==> config.mk <==
export PLATFORM = sky130hd
export DESIGN_NAME = rotation_alarm
export DESIGN_NICKNAME = d
export VERILOG_FILES = /design/src/rotation_alarm.v /design/src/tick_divider.v /design/src/ack_qualifier.v
export VERILOG_INCLUDE_DIRS = /design/src /design/src/src
export SDC_FILE = /design/constraint.sdc
export NUM_CORES = 1
export LEC_CHECK = 0
export BUFFER_PORTS_ARGS = -buffer_cell sky130_fd_sc_hd__buf_2
export CAP_MARGIN = 20
export CORE_ASPECT_RATIO = 1.25
export CORE_MARGIN = 1.5
export CORE_UTILIZATION = 35
export CTS_BUF_LIST = sky130_fd_sc_hd__clkbuf_8
export CTS_CLUSTER_SIZE = 8
export DETAILED_ROUTE_END_ITERATION = 10
export PLACE_DENSITY_LB_ADDON = 0.25
export RECOVER_POWER = 100
export SYNTH_ARGS = -nofsm -noshare
export SYNTH_HDL_FRONTEND = slang
export SYNTH_SLANG_ARGS = --single-unit
==> constraint.sdc <==
create_clock -name CLK_SYS -period 12.1 [get_ports CLK_SYS]
set_clock_uncertainty 0.15 [all_clocks]
set_input_delay 1.815 -clock CLK_SYS [delete_from_list [all_inputs] [get_ports CLK_SYS]]
set_output_delay 1.815 -clock CLK_SYS [all_outputs]
set_load 0.03 [all_outputs]
==> src/rotation_alarm_defines.vh <==
// Purpose: constants for the phase rotation alarm and acknowledge block
// Assumes: 200 MHz system clock, 1 ms time-base tick
// Notes:   offsets, fields, reset values and timing counts
// Summary of operation
// - differing rotation senses raise the alarm and block synchronized closing.
// - the alarm never blocks dead busbar closing.
// - a trip sets the mismatch flag and the mismatch message.
// - checking needs both systems three-phase and voltage above half rated.
// - both single-phase two-wire use the configured rotation value.
// - a monitoring enable, on by default, gates checking.
// - the alarm has a class among A to F or Control.
// - with self-acknowledge on, the alarm clears once the fault is gone.
// - with self-acknowledge off, the alarm latches until acknowledged.
// - a lockable monitor evaluates only while lock status is false.
// - a new class B to F alarm flashes the lamp and sets the horn.
// - horn delay expiry makes the lamp steady and drops the horn.
// - a zero horn delay keeps the horn on until acknowledged.
// - external acknowledge first silences the horn, then clears inactive alarms.
// - external acknowledge needs the on-delay true and the off-delay false.
// - the lock condition suspends lockable monitors.
`ifndef ROTATION_ALARM_DEFINES_VH
`define ROTATION_ALARM_DEFINES_VH

// ----------------------------------------------------------------
// ahb register offsets
// ----------------------------------------------------------------
`define REG_CTRL        8'h00
`define REG_STATUS      8'h04
`define REG_MASK        8'h08
`define REG_HORN_DELAY  8'h0C
`define REG_ACK_DELAY   8'h10
`define REG_IRQ_STATUS  8'h14

// ----------------------------------------------------------------
// control fields
// ----------------------------------------------------------------
`define CTRL_MON_EN     0
`define CTRL_SELF_ACK   1
`define CTRL_LOCKABLE   2
`define CTRL_ROT_1PH    3
`define CTRL_CLASS_LSB  4
`define CTRL_CLASS_MSB  6
`define CTRL_BTN_ACK    7
`define CTRL_RESET      32'h0000_0013

// ----------------------------------------------------------------
// alarm classes
// ----------------------------------------------------------------
`define CLASS_A         3'h0
`define CLASS_B         3'h1
`define CLASS_F         3'h5
`define CLASS_CONTROL   3'h6

// ----------------------------------------------------------------
// measuring modes
// ----------------------------------------------------------------
`define MODE_3PH_NEUTRAL 2'h0
`define MODE_3PH_NO_NEUT 2'h1
`define MODE_SINGLE_PHASE_TWO_WIRE      2'h2

// ----------------------------------------------------------------
// timing
// ----------------------------------------------------------------
`define CLK_MHZ          200
`define TICK_US          1000
`define TICK_CYCLES      (`CLK_MHZ * `TICK_US)
`define HORN_DELAY_RESET 32'h0000_0000
`define ACK_DELAY_RESET  32'h0000_0000

// ----------------------------------------------------------------
// irq status bits
// ----------------------------------------------------------------
`define IRQ_MISMATCH    0
`define IRQ_HORN        1
`define IRQ_ACK         2

`endif

==> src/rotation_alarm.v <==
// Purpose: phase rotation mismatch alarm with horn, lamp and acknowledge
// Assumes: AHB-Lite single word transfers, one 200 MHz clock
// Notes:   rotation indications arrive from pins and are synchronised
//
// Local design decisions: the address map and register access over AHB-Lite.
`timescale 1ns/10ps
`default_nettype none
`include "rotation_alarm_defines.vh"
module rotation_alarm #(
    parameter integer TICK_DIV = `TICK_CYCLES
) (
    input  wire        CLK_SYS,
    input  wire        RST,
    input  wire        HSEL,
    input  wire [31:0] HADDR,
    input  wire [1:0]  HTRANS,
    input  wire        HWRITE,
    input  wire [2:0]  HSIZE,
    input  wire [31:0] HWDATA,
    input  wire        HREADY,
    output wire [31:0] HRDATA,
    output wire        HREADYOUT,
    output wire        HRESP,
    input  wire [1:0]  MODE_A,
    input  wire [1:0]  MODE_B,
    input  wire        ROT_A,
    input  wire        ROT_B,
    input  wire        VOLT_OK_A,
    input  wire        VOLT_OK_B,
    input  wire        DISCRETE_INPUT_ONE,
    input  wire        DISCRETE_INPUT_TWO,
    input  wire        BUTTON_ACK,
    input  wire        DEAD_BUS_CLOSE_REQ,
    input  wire        SYNC_CLOSE_REQ,
    output reg         SYNC_CLOSE_EN,
    output reg         DEAD_BUS_CLOSE_EN,
    output reg         MISMATCH_FLAG,
    output reg         ROTATION_MISMATCH_MESSAGE,
    output reg  [2:0]  ALARM_CLASS,
    output reg         HORN_FLAG,
    output reg         LAMP_ON,
    output reg         LAMP_FLASH,
    output wire        IRQ
);
    // ----------------------------------------------------------------
    // pin synchronisers
    // ----------------------------------------------------------------
    localparam integer NS = 11;
    wire [NS-1:0] raw = {MODE_A, MODE_B, ROT_A, ROT_B, VOLT_OK_A, VOLT_OK_B,
                         DISCRETE_INPUT_ONE, DISCRETE_INPUT_TWO, BUTTON_ACK};
    reg  [NS-1:0] sync1_q;
    reg  [NS-1:0] sync2_q;
    reg           dead_req_q;
    reg           sync_req_q;

    always @(posedge CLK_SYS or posedge RST) begin
        if (RST) begin
            sync1_q    <= {NS{1'b0}};
            sync2_q    <= {NS{1'b0}};
            dead_req_q <= 1'b0;
            sync_req_q <= 1'b0;
        end else begin
            sync1_q    <= raw;
            sync2_q    <= sync1_q;
            dead_req_q <= DEAD_BUS_CLOSE_REQ;
            sync_req_q <= SYNC_CLOSE_REQ;
        end
    end

    wire [1:0] mode_a  = sync2_q[10:9];
    wire [1:0] mode_b  = sync2_q[8:7];
    wire       rot_a   = sync2_q[6];
    wire       rot_b   = sync2_q[5];
    wire       vok_a   = sync2_q[4];
    wire       vok_b   = sync2_q[3];
    wire       lock_in = sync2_q[2];
    wire       ext_ack = sync2_q[1];
    wire       btn_in  = sync2_q[0];

    // ----------------------------------------------------------------
    // registers
    // ----------------------------------------------------------------
    reg  [31:0] ctrl_q;
    reg  [2:0]  mask_q;
    reg  [2:0]  irq_q;
    reg  [31:0] horn_delay_q;
    reg  [31:0] ack_delay_q;
    reg         alarm_q;
    reg         horn_q;
    reg         flash_q;
    reg  [31:0] horn_cnt_q;
    reg         ack_stage_q;
    reg         btn_q;

    wire        mon_en    = ctrl_q[`CTRL_MON_EN];
    wire        self_ack  = ctrl_q[`CTRL_SELF_ACK];
    wire        lockable  = ctrl_q[`CTRL_LOCKABLE];
    wire        rot_1ph   = ctrl_q[`CTRL_ROT_1PH];
    wire [2:0]  cls       = ctrl_q[`CTRL_CLASS_MSB:`CTRL_CLASS_LSB];

    // ----------------------------------------------------------------
    // ahb slave
    // ----------------------------------------------------------------
    reg         dp_wr_q;
    reg         dp_rd_q;
    reg  [7:0]  dp_addr_q;
    reg  [31:0] rdata_q;
    wire        ap_valid = HSEL & HREADY & HTRANS[1];

    assign HREADYOUT = 1'b1;
    assign HRESP     = 1'b0;
    assign HRDATA    = rdata_q;

    always @(posedge CLK_SYS or posedge RST) begin
        if (RST) begin
            dp_wr_q   <= 1'b0;
            dp_rd_q   <= 1'b0;
            dp_addr_q <= 8'h00;
        end else begin
            dp_wr_q   <= ap_valid & HWRITE;
            dp_rd_q   <= ap_valid & ~HWRITE;
            dp_addr_q <= HADDR[7:0];
        end
    end

    wire irq_rd = ap_valid & ~HWRITE & (HADDR[7:0] == `REG_IRQ_STATUS);

    function [31:0] read_mux;
        input [7:0] a;
        begin
            case (a)
                `REG_CTRL:       read_mux = ctrl_q;
                `REG_STATUS:     read_mux = {26'h0, ack_stage_q, flash_q, horn_q, alarm_q, 2'h0};
                `REG_MASK:       read_mux = {29'h0, mask_q};
                `REG_HORN_DELAY: read_mux = horn_delay_q;
                `REG_ACK_DELAY:  read_mux = ack_delay_q;
                `REG_IRQ_STATUS: read_mux = {29'h0, irq_q};
                default:         read_mux = 32'h0000_0000;
            endcase
        end
    endfunction

    // read data captured at address phase, stands in the data phase
    always @(posedge CLK_SYS or posedge RST) begin
        if (RST) begin
            rdata_q <= 32'h0000_0000;
        end else if (ap_valid & ~HWRITE) begin
            rdata_q <= read_mux(HADDR[7:0]);
        end
    end

    wire btn_sw = dp_wr_q & (dp_addr_q == `REG_CTRL) & HWDATA[`CTRL_BTN_ACK];

    always @(posedge CLK_SYS or posedge RST) begin
        if (RST) begin
            ctrl_q       <= `CTRL_RESET;
            mask_q       <= 3'h0;
            horn_delay_q <= `HORN_DELAY_RESET;
            ack_delay_q  <= `ACK_DELAY_RESET;
        end else if (dp_wr_q) begin
            case (dp_addr_q)
                `REG_CTRL:       ctrl_q       <= {24'h0, 1'b0, HWDATA[6:0]};
                `REG_MASK:       mask_q       <= HWDATA[2:0];
                `REG_HORN_DELAY: horn_delay_q <= HWDATA;
                `REG_ACK_DELAY:  ack_delay_q  <= HWDATA;
                default: begin
                end
            endcase
        end
    end

    // ----------------------------------------------------------------
    // time base and external acknowledge
    // ----------------------------------------------------------------
    wire tick;
    wire ext_pulse;

    tick_divider #(
        .DIV (TICK_DIV)
    ) u_tick (
        .clk  (CLK_SYS),
        .rst  (RST),
        .tick (tick)
    );

    ack_qualifier #(
        .W (16)
    ) u_ack (
        .clk       (CLK_SYS),
        .rst       (RST),
        .tick      (tick),
        .level     (ext_ack),
        .on_delay  (ack_delay_q[15:0]),
        .off_delay (ack_delay_q[31:16]),
        .pulse     (ext_pulse)
    );

    // ----------------------------------------------------------------
    // rotation check
    // ----------------------------------------------------------------
    function is_3ph;
        input [1:0] m;
        begin
            is_3ph = (m == `MODE_3PH_NEUTRAL) | (m == `MODE_3PH_NO_NEUT);
        end
    endfunction

    wire both_3ph = is_3ph(mode_a) & is_3ph(mode_b);
    wire both_1ph = (mode_a == `MODE_SINGLE_PHASE_TWO_WIRE) & (mode_b == `MODE_SINGLE_PHASE_TWO_WIRE);
    wire active_3 = both_3ph & vok_a & vok_b;
    // single-phase systems both take the configured sense, so never differ
    wire rot_a_eff = both_1ph ? rot_1ph : rot_a;
    wire rot_b_eff = both_1ph ? rot_1ph : rot_b;
    wire locked    = lockable & lock_in;
    wire fault     = mon_en & ~locked & active_3 & (rot_a_eff != rot_b_eff);

    // ----------------------------------------------------------------
    // alarm, horn and lamp
    // ----------------------------------------------------------------
    wire btn_rise  = btn_in & ~btn_q;
    wire manual    = btn_rise | btn_sw;
    wire ack_clear = manual | (ext_pulse & ack_stage_q);
    wire ack_horn  = manual | (ext_pulse & ~ack_stage_q);
    wire new_alarm = fault & ~alarm_q;
    wire hornable  = (cls >= `CLASS_B) & (cls <= `CLASS_F);
    wire horn_exp  = horn_q & (horn_delay_q != 32'h0) & tick &
                     (horn_cnt_q + 32'h1 >= horn_delay_q);

    always @(posedge CLK_SYS or posedge RST) begin
        if (RST) begin
            alarm_q     <= 1'b0;
            horn_q      <= 1'b0;
            flash_q     <= 1'b0;
            horn_cnt_q  <= 32'h0000_0000;
            ack_stage_q <= 1'b0;
            btn_q       <= 1'b0;
        end else begin
            btn_q <= btn_in;
            if (fault) begin
                alarm_q <= 1'b1;
            end else if (self_ack | ack_clear) begin
                alarm_q <= 1'b0;
            end
            if (new_alarm & hornable) begin
                horn_q     <= 1'b1;
                flash_q    <= 1'b1;
                horn_cnt_q <= 32'h0000_0000;
            end else begin
                if (ack_horn | horn_exp) begin
                    horn_q <= 1'b0;
                end else if (horn_q & tick & (horn_delay_q != 32'h0)) begin
                    horn_cnt_q <= horn_cnt_q + 32'h1;
                end
                if (horn_exp | ack_clear) begin
                    flash_q <= 1'b0;
                end
            end
            if (new_alarm) begin
                ack_stage_q <= 1'b0;
            end else if (ext_pulse) begin
                ack_stage_q <= ~ack_stage_q;
            end
        end
    end

    // ----------------------------------------------------------------
    // interrupt status, cleared on read, set wins
    // ----------------------------------------------------------------
    wire [2:0] irq_ev = {ext_pulse, new_alarm & hornable, new_alarm};

    always @(posedge CLK_SYS or posedge RST) begin
        if (RST) begin
            irq_q <= 3'h0;
        end else begin
            irq_q <= irq_ev | (irq_rd ? 3'h0 : irq_q);
        end
    end

    assign IRQ = |(irq_q & mask_q);

    // ----------------------------------------------------------------
    // outputs
    // ----------------------------------------------------------------
    always @(posedge CLK_SYS or posedge RST) begin
        if (RST) begin
            SYNC_CLOSE_EN             <= 1'b0;
            DEAD_BUS_CLOSE_EN         <= 1'b0;
            MISMATCH_FLAG             <= 1'b0;
            ROTATION_MISMATCH_MESSAGE <= 1'b0;
            ALARM_CLASS               <= `CLASS_A;
            HORN_FLAG                 <= 1'b0;
            LAMP_ON                   <= 1'b0;
            LAMP_FLASH                <= 1'b0;
        end else begin
            SYNC_CLOSE_EN             <= sync_req_q & ~alarm_q;
            DEAD_BUS_CLOSE_EN         <= dead_req_q;
            MISMATCH_FLAG             <= alarm_q;
            ROTATION_MISMATCH_MESSAGE <= alarm_q;
            ALARM_CLASS               <= cls;
            HORN_FLAG                 <= horn_q;
            LAMP_ON                   <= alarm_q & hornable;
            LAMP_FLASH                <= flash_q;
        end
    end
endmodule
`default_nettype wire

==> src/tick_divider.v <==
// Purpose: common time-base tick from the system clock
// Assumes: one clock domain
// Notes:   one-cycle enable pulse
`timescale 1ns/10ps
`default_nettype none
module tick_divider #(
    parameter integer DIV = 200000
) (
    input  wire clk,
    input  wire rst,
    output reg  tick
);
    reg [31:0] cnt_q;

    // ----------------------------------------------------------------
    // divider
    // ----------------------------------------------------------------
    always @(posedge clk or posedge rst) begin
        if (rst) begin
            cnt_q <= 32'h0000_0000;
            tick  <= 1'b0;
        end else if (cnt_q == DIV - 1) begin
            cnt_q <= 32'h0000_0000;
            tick  <= 1'b1;
        end else begin
            cnt_q <= cnt_q + 32'h0000_0001;
            tick  <= 1'b0;
        end
    end
endmodule
`default_nettype wire

==> src/ack_qualifier.v <==
// Purpose: on/off delay qualifier for the external acknowledge
// Assumes: input already synchronised, tick from common time base
// Notes:   emits one pulse per accepted true phase
`timescale 1ns/10ps
`default_nettype none
module ack_qualifier #(
    parameter integer W = 16
) (
    input  wire         clk,
    input  wire         rst,
    input  wire         tick,
    input  wire         level,
    input  wire [W-1:0] on_delay,
    input  wire [W-1:0] off_delay,
    output reg          pulse
);
    localparam [1:0] S_ARMED = 2'b01;
    localparam [1:0] S_HELD  = 2'b10;

    reg [1:0]   state_q;
    reg [W-1:0] cnt_q;

    // ----------------------------------------------------------------
    // qualifier
    // ----------------------------------------------------------------
    // off-delay applies from reset too, so a stuck input is not a pulse
    always @(posedge clk or posedge rst) begin
        if (rst) begin
            state_q <= S_HELD;
            cnt_q   <= {W{1'b0}};
            pulse   <= 1'b0;
        end else begin
            pulse <= 1'b0;
            case (state_q)
                S_ARMED: begin
                    if (!level) begin
                        cnt_q <= {W{1'b0}};
                    end else if (cnt_q >= on_delay) begin
                        pulse   <= 1'b1;
                        state_q <= S_HELD;
                        cnt_q   <= {W{1'b0}};
                    end else if (tick) begin
                        cnt_q <= cnt_q + 1'b1;
                    end
                end
                S_HELD: begin
                    if (level) begin
                        cnt_q <= {W{1'b0}};
                    end else if (cnt_q >= off_delay) begin
                        state_q <= S_ARMED;
                        cnt_q   <= {W{1'b0}};
                    end else if (tick) begin
                        cnt_q <= cnt_q + 1'b1;
                    end
                end
                default: begin
                    state_q <= S_HELD;
                    cnt_q   <= {W{1'b0}};
                end
            endcase
        end
    end
endmodule
`default_nettype wire

---- Word-level counts from Yosys, hierarchy flattened ----
Cells that the tools add are included.
operators by class
  reductions and logical operators ........ 17
  magnitude comparators ................... 5
  muxes and demuxes ....................... 31
  div/mod/pow operators ................... 0
  add/subtract/negate cells ............... 3
  multiply operators ...................... 0
  shifts and indexed selects .............. 0
  equality and inequality tests ........... 21
  bitwise operators ....................... 43
operators by type and width
  operator                                                count
  one-hot mux 32 bit (6 select lines)                     1
  2-to-1 mux 32 bit                                       4
  2-to-1 mux 16 bit                                       5
  adder 32 x 1 -> 32 bit (second input constant)          2
  equality test 32 x 18 -> 1 bit (second input constant)  1
  equality test 8 x 4 -> 1 bit (second input constant)    4
  greater-or-equal comparator 16 bit                      2
  greater-or-equal comparator 32 bit                      1
  one-hot mux 16 bit (2 select lines)                     1
  nonzero test 32 bit                                     1
  AND 1 bit                                               28
  equality test 8 x 5 -> 1 bit (second input constant)    3
  adder 16 x 1 -> 16 bit (second input constant)          1
  logical NOT 8 bit                                       2
  2-to-1 mux 1 bit                                        14
  AND reduction 2 bit                                     5
  nonzero test 2 bit                                      5
  equality test 8 x 3 -> 1 bit (second input constant)    1
  2-to-1 mux 2 bit                                        4
  OR 1 bit                                                8
  equality test 2 x 1 -> 1 bit (second input constant)    3
  equality test 2 bit (second input constant)             3
  inequality test 2 bit (second input constant)           3
  NOT 1 bit                                               5
  11 further kinds                                        13
word-level totals
  input bits .............................. 87
  register bits ........................... 240
  output and inout port bits .............. 45
  bits in latches ......................... 0
  word-level logic and storage cells ...... 150
  memory bits (read-only) ................. 0
  bits in writable memories ............... 0
  memories ................................ 0

---- Logic depth before layout (Yosys ltp) ----
  depth after elaboration ................. 11
  gate-level depth with buffers ........... 16
  gate-level depth less buffers ........... 13

---- Hierarchy ----
A second synthesis with hierarchy kept.
second synthesis, totals
  cell total of the unflattened synthesis .. 1178
  area, all modules ....................... 12159.2 sq um
modules (own cells, without submodules)
  module          instances  sequential area each (sq um)  cells each  area each (sq um)
  rotation_alarm  1          4608.2                        818         8699.6
  ack_qualifier   1          476.7                         214         1891.8
  tick_divider    1          825.8                         146         1567.8

---- Worst setup path before layout ----
OpenSTA, ideal clock, no wires.
  kind .................................... register to register
  start ................................... reg horn_cnt_q[0]
  end ..................................... reg horn_cnt_q[1]
  required time ........................... 11.855 ns
  data arrival time ....................... 3.580 ns
  period minus slack after synthesis ...... 3.825 ns
  path slack .............................. 8.275 ns
  library setup time ...................... 0.095 ns
  buffers on the path ..................... 3
  cell stages (with the launch flop) ...... 17
  path through ............................ dfrtp_1 ha_1 nand3_1 or2_0 clkbuf_1 nor2_2 nand4_1 xnor2_1 ha_1 nand4_1 nor4_1 nand4_1 a31oi_1 clkbuf_1 clkbuf_1 o211ai_1 o31ai_1
between the ends
  word-level cells in the longest chain between the ends .. 6
  elaborated cells on any way between the ends .. 9
  those cells by class .................... 1 x add/sub; 1 x order compare; 1 x eq/ne; 3 x mux; 2 x bitwise; 1 x reduce/logical
ends and longest elaborated chain
  element                                 line                                        source
  start: declaration                      rotation_alarm.v:91                         reg [31:0] horn_cnt_q;
  start signal: assignment                rotation_alarm.v:252                        horn_cnt_q <= horn_cnt_q + 32'h1;
  adder 32 x 1 -> 32 bit *                rotation_alarm.v:227, rotation_alarm.v:252
  greater-or-equal comparator 32 bit      rotation_alarm.v:227                        (horn_cnt_q + 32'h1 >= horn_delay_q);
  AND 1 bit                               rotation_alarm.v:226                        wire horn_exp = horn_q & (horn_delay_q != 32'h0) & tick &
  OR 1 bit                                rotation_alarm.v:249                        if (ack_horn | horn_exp) begin
  inequality test 2 bit (no source line)  --
  AND reduction 2 bit (no source line)    --
Every way passes the cells marked *; elsewhere a longest branch is shown, timed or not. The select of a mux whose other input is x is not followed.
A chain may end at the register's enable or synchronous reset.

==> metrics.txt <==
# TYPE chip_impl_metric gauge
chip_impl_metric{name="final-instance-count-excl-fill",unit=""} 1757
chip_impl_info{name="critPathSlowestCell",value="clkinvlp_2"} 1
chip_impl_metric{name="post_syn_nets",unit=""} 1308
chip_impl_metric{name="sw_frac_of_total",unit="%"} 24.4
chip_impl_metric{name="dp_hpwl",unit="mm"} 21.6
chip_impl_metric{name="timing.reg2reg.worst_path_depth",unit=""} 14
chip_impl_info{name="timing.critical_path.from_type",value="input pin"} 1
chip_impl_metric{name="min_path_cells",unit=""} 0
chip_impl_info{name="synth_area_leaders",value="dfrtp_1 (48%), ha_1 (7.1%), mux2_2 (6.7%)"} 1
chip_impl_metric{name="finalSetupViolations",unit=""} 0
chip_impl_metric{name="max_slew.worst_pin.slew",unit="ns"} 5.39
chip_impl_metric{name="initial_antenna_violation_count",unit=""} 0
chip_impl_metric{name="final.min_clock_period",unit="ns"} 7.33
chip_impl_metric{name="timing.critical_path.required",unit="ns"} 11.95
chip_impl_metric{name="synthesis.area",unit="sq um"} 12200
chip_impl_info{name="unrepaired_setup_endpoints_after_global_routing",value="false"} 1
chip_impl_metric{name="die-area",unit="sq um"} 36000
chip_impl_metric{name="portBuffers",unit=""} 99
chip_impl_info{name="hold_start",value="sync1_q[4]"} 1
chip_impl_metric{name="tns",unit="ns"} 0
chip_impl_info{name="timing.critical_path.cells",value="buf_2 -> clkinvlp_2 -> clkbuf_1"} 1
chip_impl_metric{name="cts-htree-levels",unit=""} 2
chip_impl_metric{name="via_count_of_the_first_global_routing_pass",unit=""} 9091
chip_impl_info{name="dominant_combinational_cell_family_by_area_after_synthesis",value="simple AND/OR/NAND/NOR gates"} 1
chip_impl_metric{name="synthesis.area_per_instance",unit="sq um"} 10.6
chip_impl_info{name="path_class",value="in -> async"} 1
chip_impl_metric{name="drt-vias-per-instance",unit=""} 5.12
chip_impl_metric{name="worst_ep_arrival_time",unit="ns"} 7.19
chip_impl_metric{name="ys_async_sr_fraction",unit="%"} 100
chip_impl_info{name="hold-path-endpoint",value="sync2_q[4]"} 1
chip_impl_info{name="cpLargestDelayFamily",value="buffers and inverters"} 1
chip_impl_info{name="timing.hold.worst.class",value="reg -> reg"} 1
chip_impl_info{name="r2r_path_end",value="horn_cnt_q[20]"} 1
chip_impl_info{name="synthTopCellsByCount",value="dfrtp_1 (232), nand2_1 (103), inv_1 (83), mux2_2 (73), ha_1 (69)"} 1
chip_impl_metric{name="proportion_of_layout_cells_with_a_drive_suffix_above_1",unit="%"} 16.4
chip_impl_metric{name="max_slew_margin",unit="%"} -262
chip_impl_metric{name="max_cap_violations",unit=""} 6
chip_impl_info{name="timing.critical_path.to_type",value="asynchronous set/reset pin"} 1
chip_impl_info{name="clockRootBuffer",value="clkbuf_8"} 1
chip_impl_metric{name="synth-edff-count",unit=""} 0
chip_impl_info{name="run_status",value="finished with violations"} 1
chip_impl_metric{name="num-nets-final",unit=""} 1414
chip_impl_info{name="tritoncts",value="yes"} 1
chip_impl_metric{name="routed-via-count",unit=""} 9003
chip_impl_metric{name="drt_iter0_markers",unit=""} 373
chip_impl_metric{name="antenna_violating_nets_post_route",unit=""} 0
chip_impl_metric{name="clock.fmax",unit="GHz"} 0.136
chip_impl_info{name="synth_area_leader_cell",value="dfrtp_1"} 1
chip_impl_metric{name="syn2layout_area_growth",unit="%"} 14.3
chip_impl_metric{name="p_seq_share",unit="%"} 48.9
chip_impl_metric{name="clkLatencyLatePin",unit="ns"} 0.57
chip_impl_metric{name="cell_internal_pwr",unit="mW"} 1.30
chip_impl_metric{name="fp.dieW",unit="um"} 170
chip_impl_metric{name="post_cts.resized_instances",unit=""} 0
chip_impl_metric{name="postSynthRegisterBits",unit=""} 236
chip_impl_metric{name="worst_ir_drop_on_vdd",unit="V"} 0.0000508
chip_impl_metric{name="dp_worst_setup_slack",unit="ns"} 6.97
chip_impl_metric{name="grt-ovfl-total",unit=""} 0
chip_impl_metric{name="power_frac_comb",unit="%"} 5.8
chip_impl_metric{name="postSynthCellCount",unit=""} 1152
chip_impl_metric{name="initial_utilization",unit="%"} 35.5
chip_impl_info{name="ys_dominant_reg_cell",value="dfrtp_1"} 1
chip_impl_metric{name="core-area",unit="sq um"} 34400
chip_impl_metric{name="synth-simple-area-share",unit="%"} 15.6
chip_impl_metric{name="drt_drc_violations_left",unit=""} 0
chip_impl_info{name="synth_most_common_cell",value="dfrtp_1"} 1
chip_impl_info{name="r2r-start",value="horn_cnt_q[0]"} 1
chip_impl_metric{name="synth.mux.area_fraction",unit="%"} 7.90
chip_impl_metric{name="synth_sequential_area_ratio",unit="%"} 48.4
chip_impl_metric{name="xor_and_xnor_area_share_after_synthesis",unit="%"} 5.24
chip_impl_metric{name="numClockSinks",unit=""} 236
chip_impl_info{name="failing_checks",value="capacitance limit, slew limit"} 1
chip_impl_metric{name="synth_adder_area_share",unit="%"} 7.07
chip_impl_metric{name="postCtsSetupRepairBufs",unit=""} 0
chip_impl_metric{name="critical_path_buf_inv_count",unit=""} 3
chip_impl_metric{name="clk_pin_slew",unit="ns"} 0.06
chip_impl_metric{name="synth-compound-area-share",unit="%"} 11.2
chip_impl_metric{name="cts_hold_repair.buffers",unit=""} 0
chip_impl_metric{name="grt_first_pass_wirelength",unit="mm"} 48.6
chip_impl_metric{name="antenna-diode-count",unit=""} 0
chip_impl_metric{name="cts-root-to-sink-buffers",unit=""} 3
chip_impl_metric{name="die_height",unit="um"} 212
chip_impl_metric{name="total_leakage_power",unit="nW"} 6.28
chip_impl_metric{name="part_of_the_cycle_the_worst_path_needs",unit="%"} 60.6
chip_impl_metric{name="power_density",unit="nW/um^2"} 123
chip_impl_metric{name="yosys.cell_types.count",unit=""} 75
chip_impl_metric{name="dr.pass1.iters",unit=""} 7
chip_impl_metric{name="rrSetupSlack",unit="ns"} 5.94
chip_impl_metric{name="synth.top_cell.area_share",unit="%"} 47.6
chip_impl_metric{name="report.final.hold_viol_count",unit=""} 0
chip_impl_metric{name="final.setup.worst_slack",unit="ns"} 4.77
chip_impl_metric{name="p_clk_share",unit="%"} 45.3
chip_impl_metric{name="drt_wl_total",unit="mm"} 30.1
chip_impl_metric{name="global_route.usage.total",unit="%"} 17.3
chip_impl_metric{name="design.portCount",unit=""} 132
chip_impl_metric{name="dpl.cell_count",unit=""} 1680
chip_impl_metric{name="critical_path_peak_fanout",unit=""} 125
chip_impl_metric{name="critPathMaxStageDelay",unit="ns"} 2.98
chip_impl_metric{name="timing.final.max_slew_violations",unit=""} 339
chip_impl_metric{name="grt_max_degree",unit=""} 126
chip_impl_metric{name="average_wire_length_per_cell_after_detail_routing",unit="um"} 17.1
chip_impl_metric{name="num_cts_buffers",unit=""} 43
chip_impl_metric{name="std_cell_rows",unit=""} 76
chip_impl_metric{name="place.gp.congestion",unit=""} 0.860
chip_impl_metric{name="switching_power",unit="mW"} 0.418
chip_impl_metric{name="yosysWarningCount",unit=""} 0
[kinds of logic (layout without fill, tap and decap cells)]
group	Yosys count	count (layout)
other cells	2	2
fa+ha+maj	69	69
compound gates	205	205
xor+xnor	73	73
mux	86	86
flops	236	236
simple gates	349	349
buf+inv	132	269
[power by group through the flow]
stage | clock (mW) | combinational, mW | sequential [mW]
4_1_cts | 0.805 | 0.104 | 0.839
5_1_grt | 0.840 | 0.115 | 0.842
6_report | 0.776 | 0.100 | 0.839
2_1_floorplan | 0 | 0.0671 | 0.846
3_5_place_dp | 0 | 0.104 | 0.853
3_3_place_gp | 0 | 0.101 | 0.851
[placed cells by master (no fill, tap or decap), drive strengths merged, types with 33 or more instances in the layout]
master / instances
dfrtp: 232
buf: 56
a21oi: 37
ha: 69
mux2: 73
nand3: 35
xnor2: 53
o21ai: 58
nand2: 103
clkbuf: 108
inv: 99
nor4: 33
[how the worst max path moves through the flow]
stage / startpoint / endpoint / slack, ns / depth (start not counted)
detailed placement: horn_cnt_q[0] / horn_cnt_q[16] / 6.97 / 13
global placement: horn_cnt_q[0] / horn_cnt_q[16] / 7.00 / 13
floorplan: RST / ALARM_CLASS[0] / 3.67 / 1
global route: RST / horn_cnt_q[23] / 3.39 / 3
finish: RST / horn_cnt_q[23] / 4.77 / 3
CTS: horn_cnt_q[0] / horn_cnt_q[16] / 6.93 / 13
[state kept, by name, summed over array words and instances, names as in the netlist, 2 cells and up]
signal	flops
u_ack.cnt_q	16
HRDATA	32
sync2_q	9
ALARM_CLASS	3
sync1_q	9
u_tick.cnt_q	32
horn_cnt_q	32
ctrl_q	7
u_ack.state_q	2
mask_q	3
horn_delay_q	32
ack_delay_q	32
irq_q	3
dp_addr_q	8
[area by class of cell]
type                    instances  area, sq um
multi-input cells             784         5750
flip-flops and latches        236         5910
clock inverters                22          149
repair buffers                110          503
inverters                      83          313
fillers                      3437        20500
clock buffers                  54          743
well taps                     468          586
[stage by stage]
stage          total power, mW  hold slack [ns]  area, sq um  util [%]
3_5_place_dp             0.956            0.185        13100      38.2
3_3_place_gp             0.953            0.184        13100      38.2
5_1_grt                   1.80            0.198        14000      40.5
2_1_floorplan            0.913            0.181        12200         -
4_1_cts                   1.75            0.191        14000      40.8
6_report                  1.72            0.189        14000      40.5
[worst reg2reg max path, stage by stage (launching register included)]
cell      delay [ns]
dfrtp_1         0.43
ha_1            0.24
nand3_1         0.26
or2_0           0.43
nor2_1          0.47
nand4_1         0.23
xnor2_1         0.18
ha_1            0.28
nand4_1         0.14
nor4_1          0.44
nand4_1         0.28
a31oi_4         0.20
clkbuf_1        1.69
o311ai_0        0.44
o41ai_1         0.15
[layer usage]
layer	global-route usage, %	part of all wire [%]	vias to the layer above
li1	-	-	4357
met1	20.8	42	4435
met2	30.9	52	157
met3	2.79	3.6	54
met4	6.56	3.1	0
met5	0	0	-
Power figures use the tool's default switching activity.
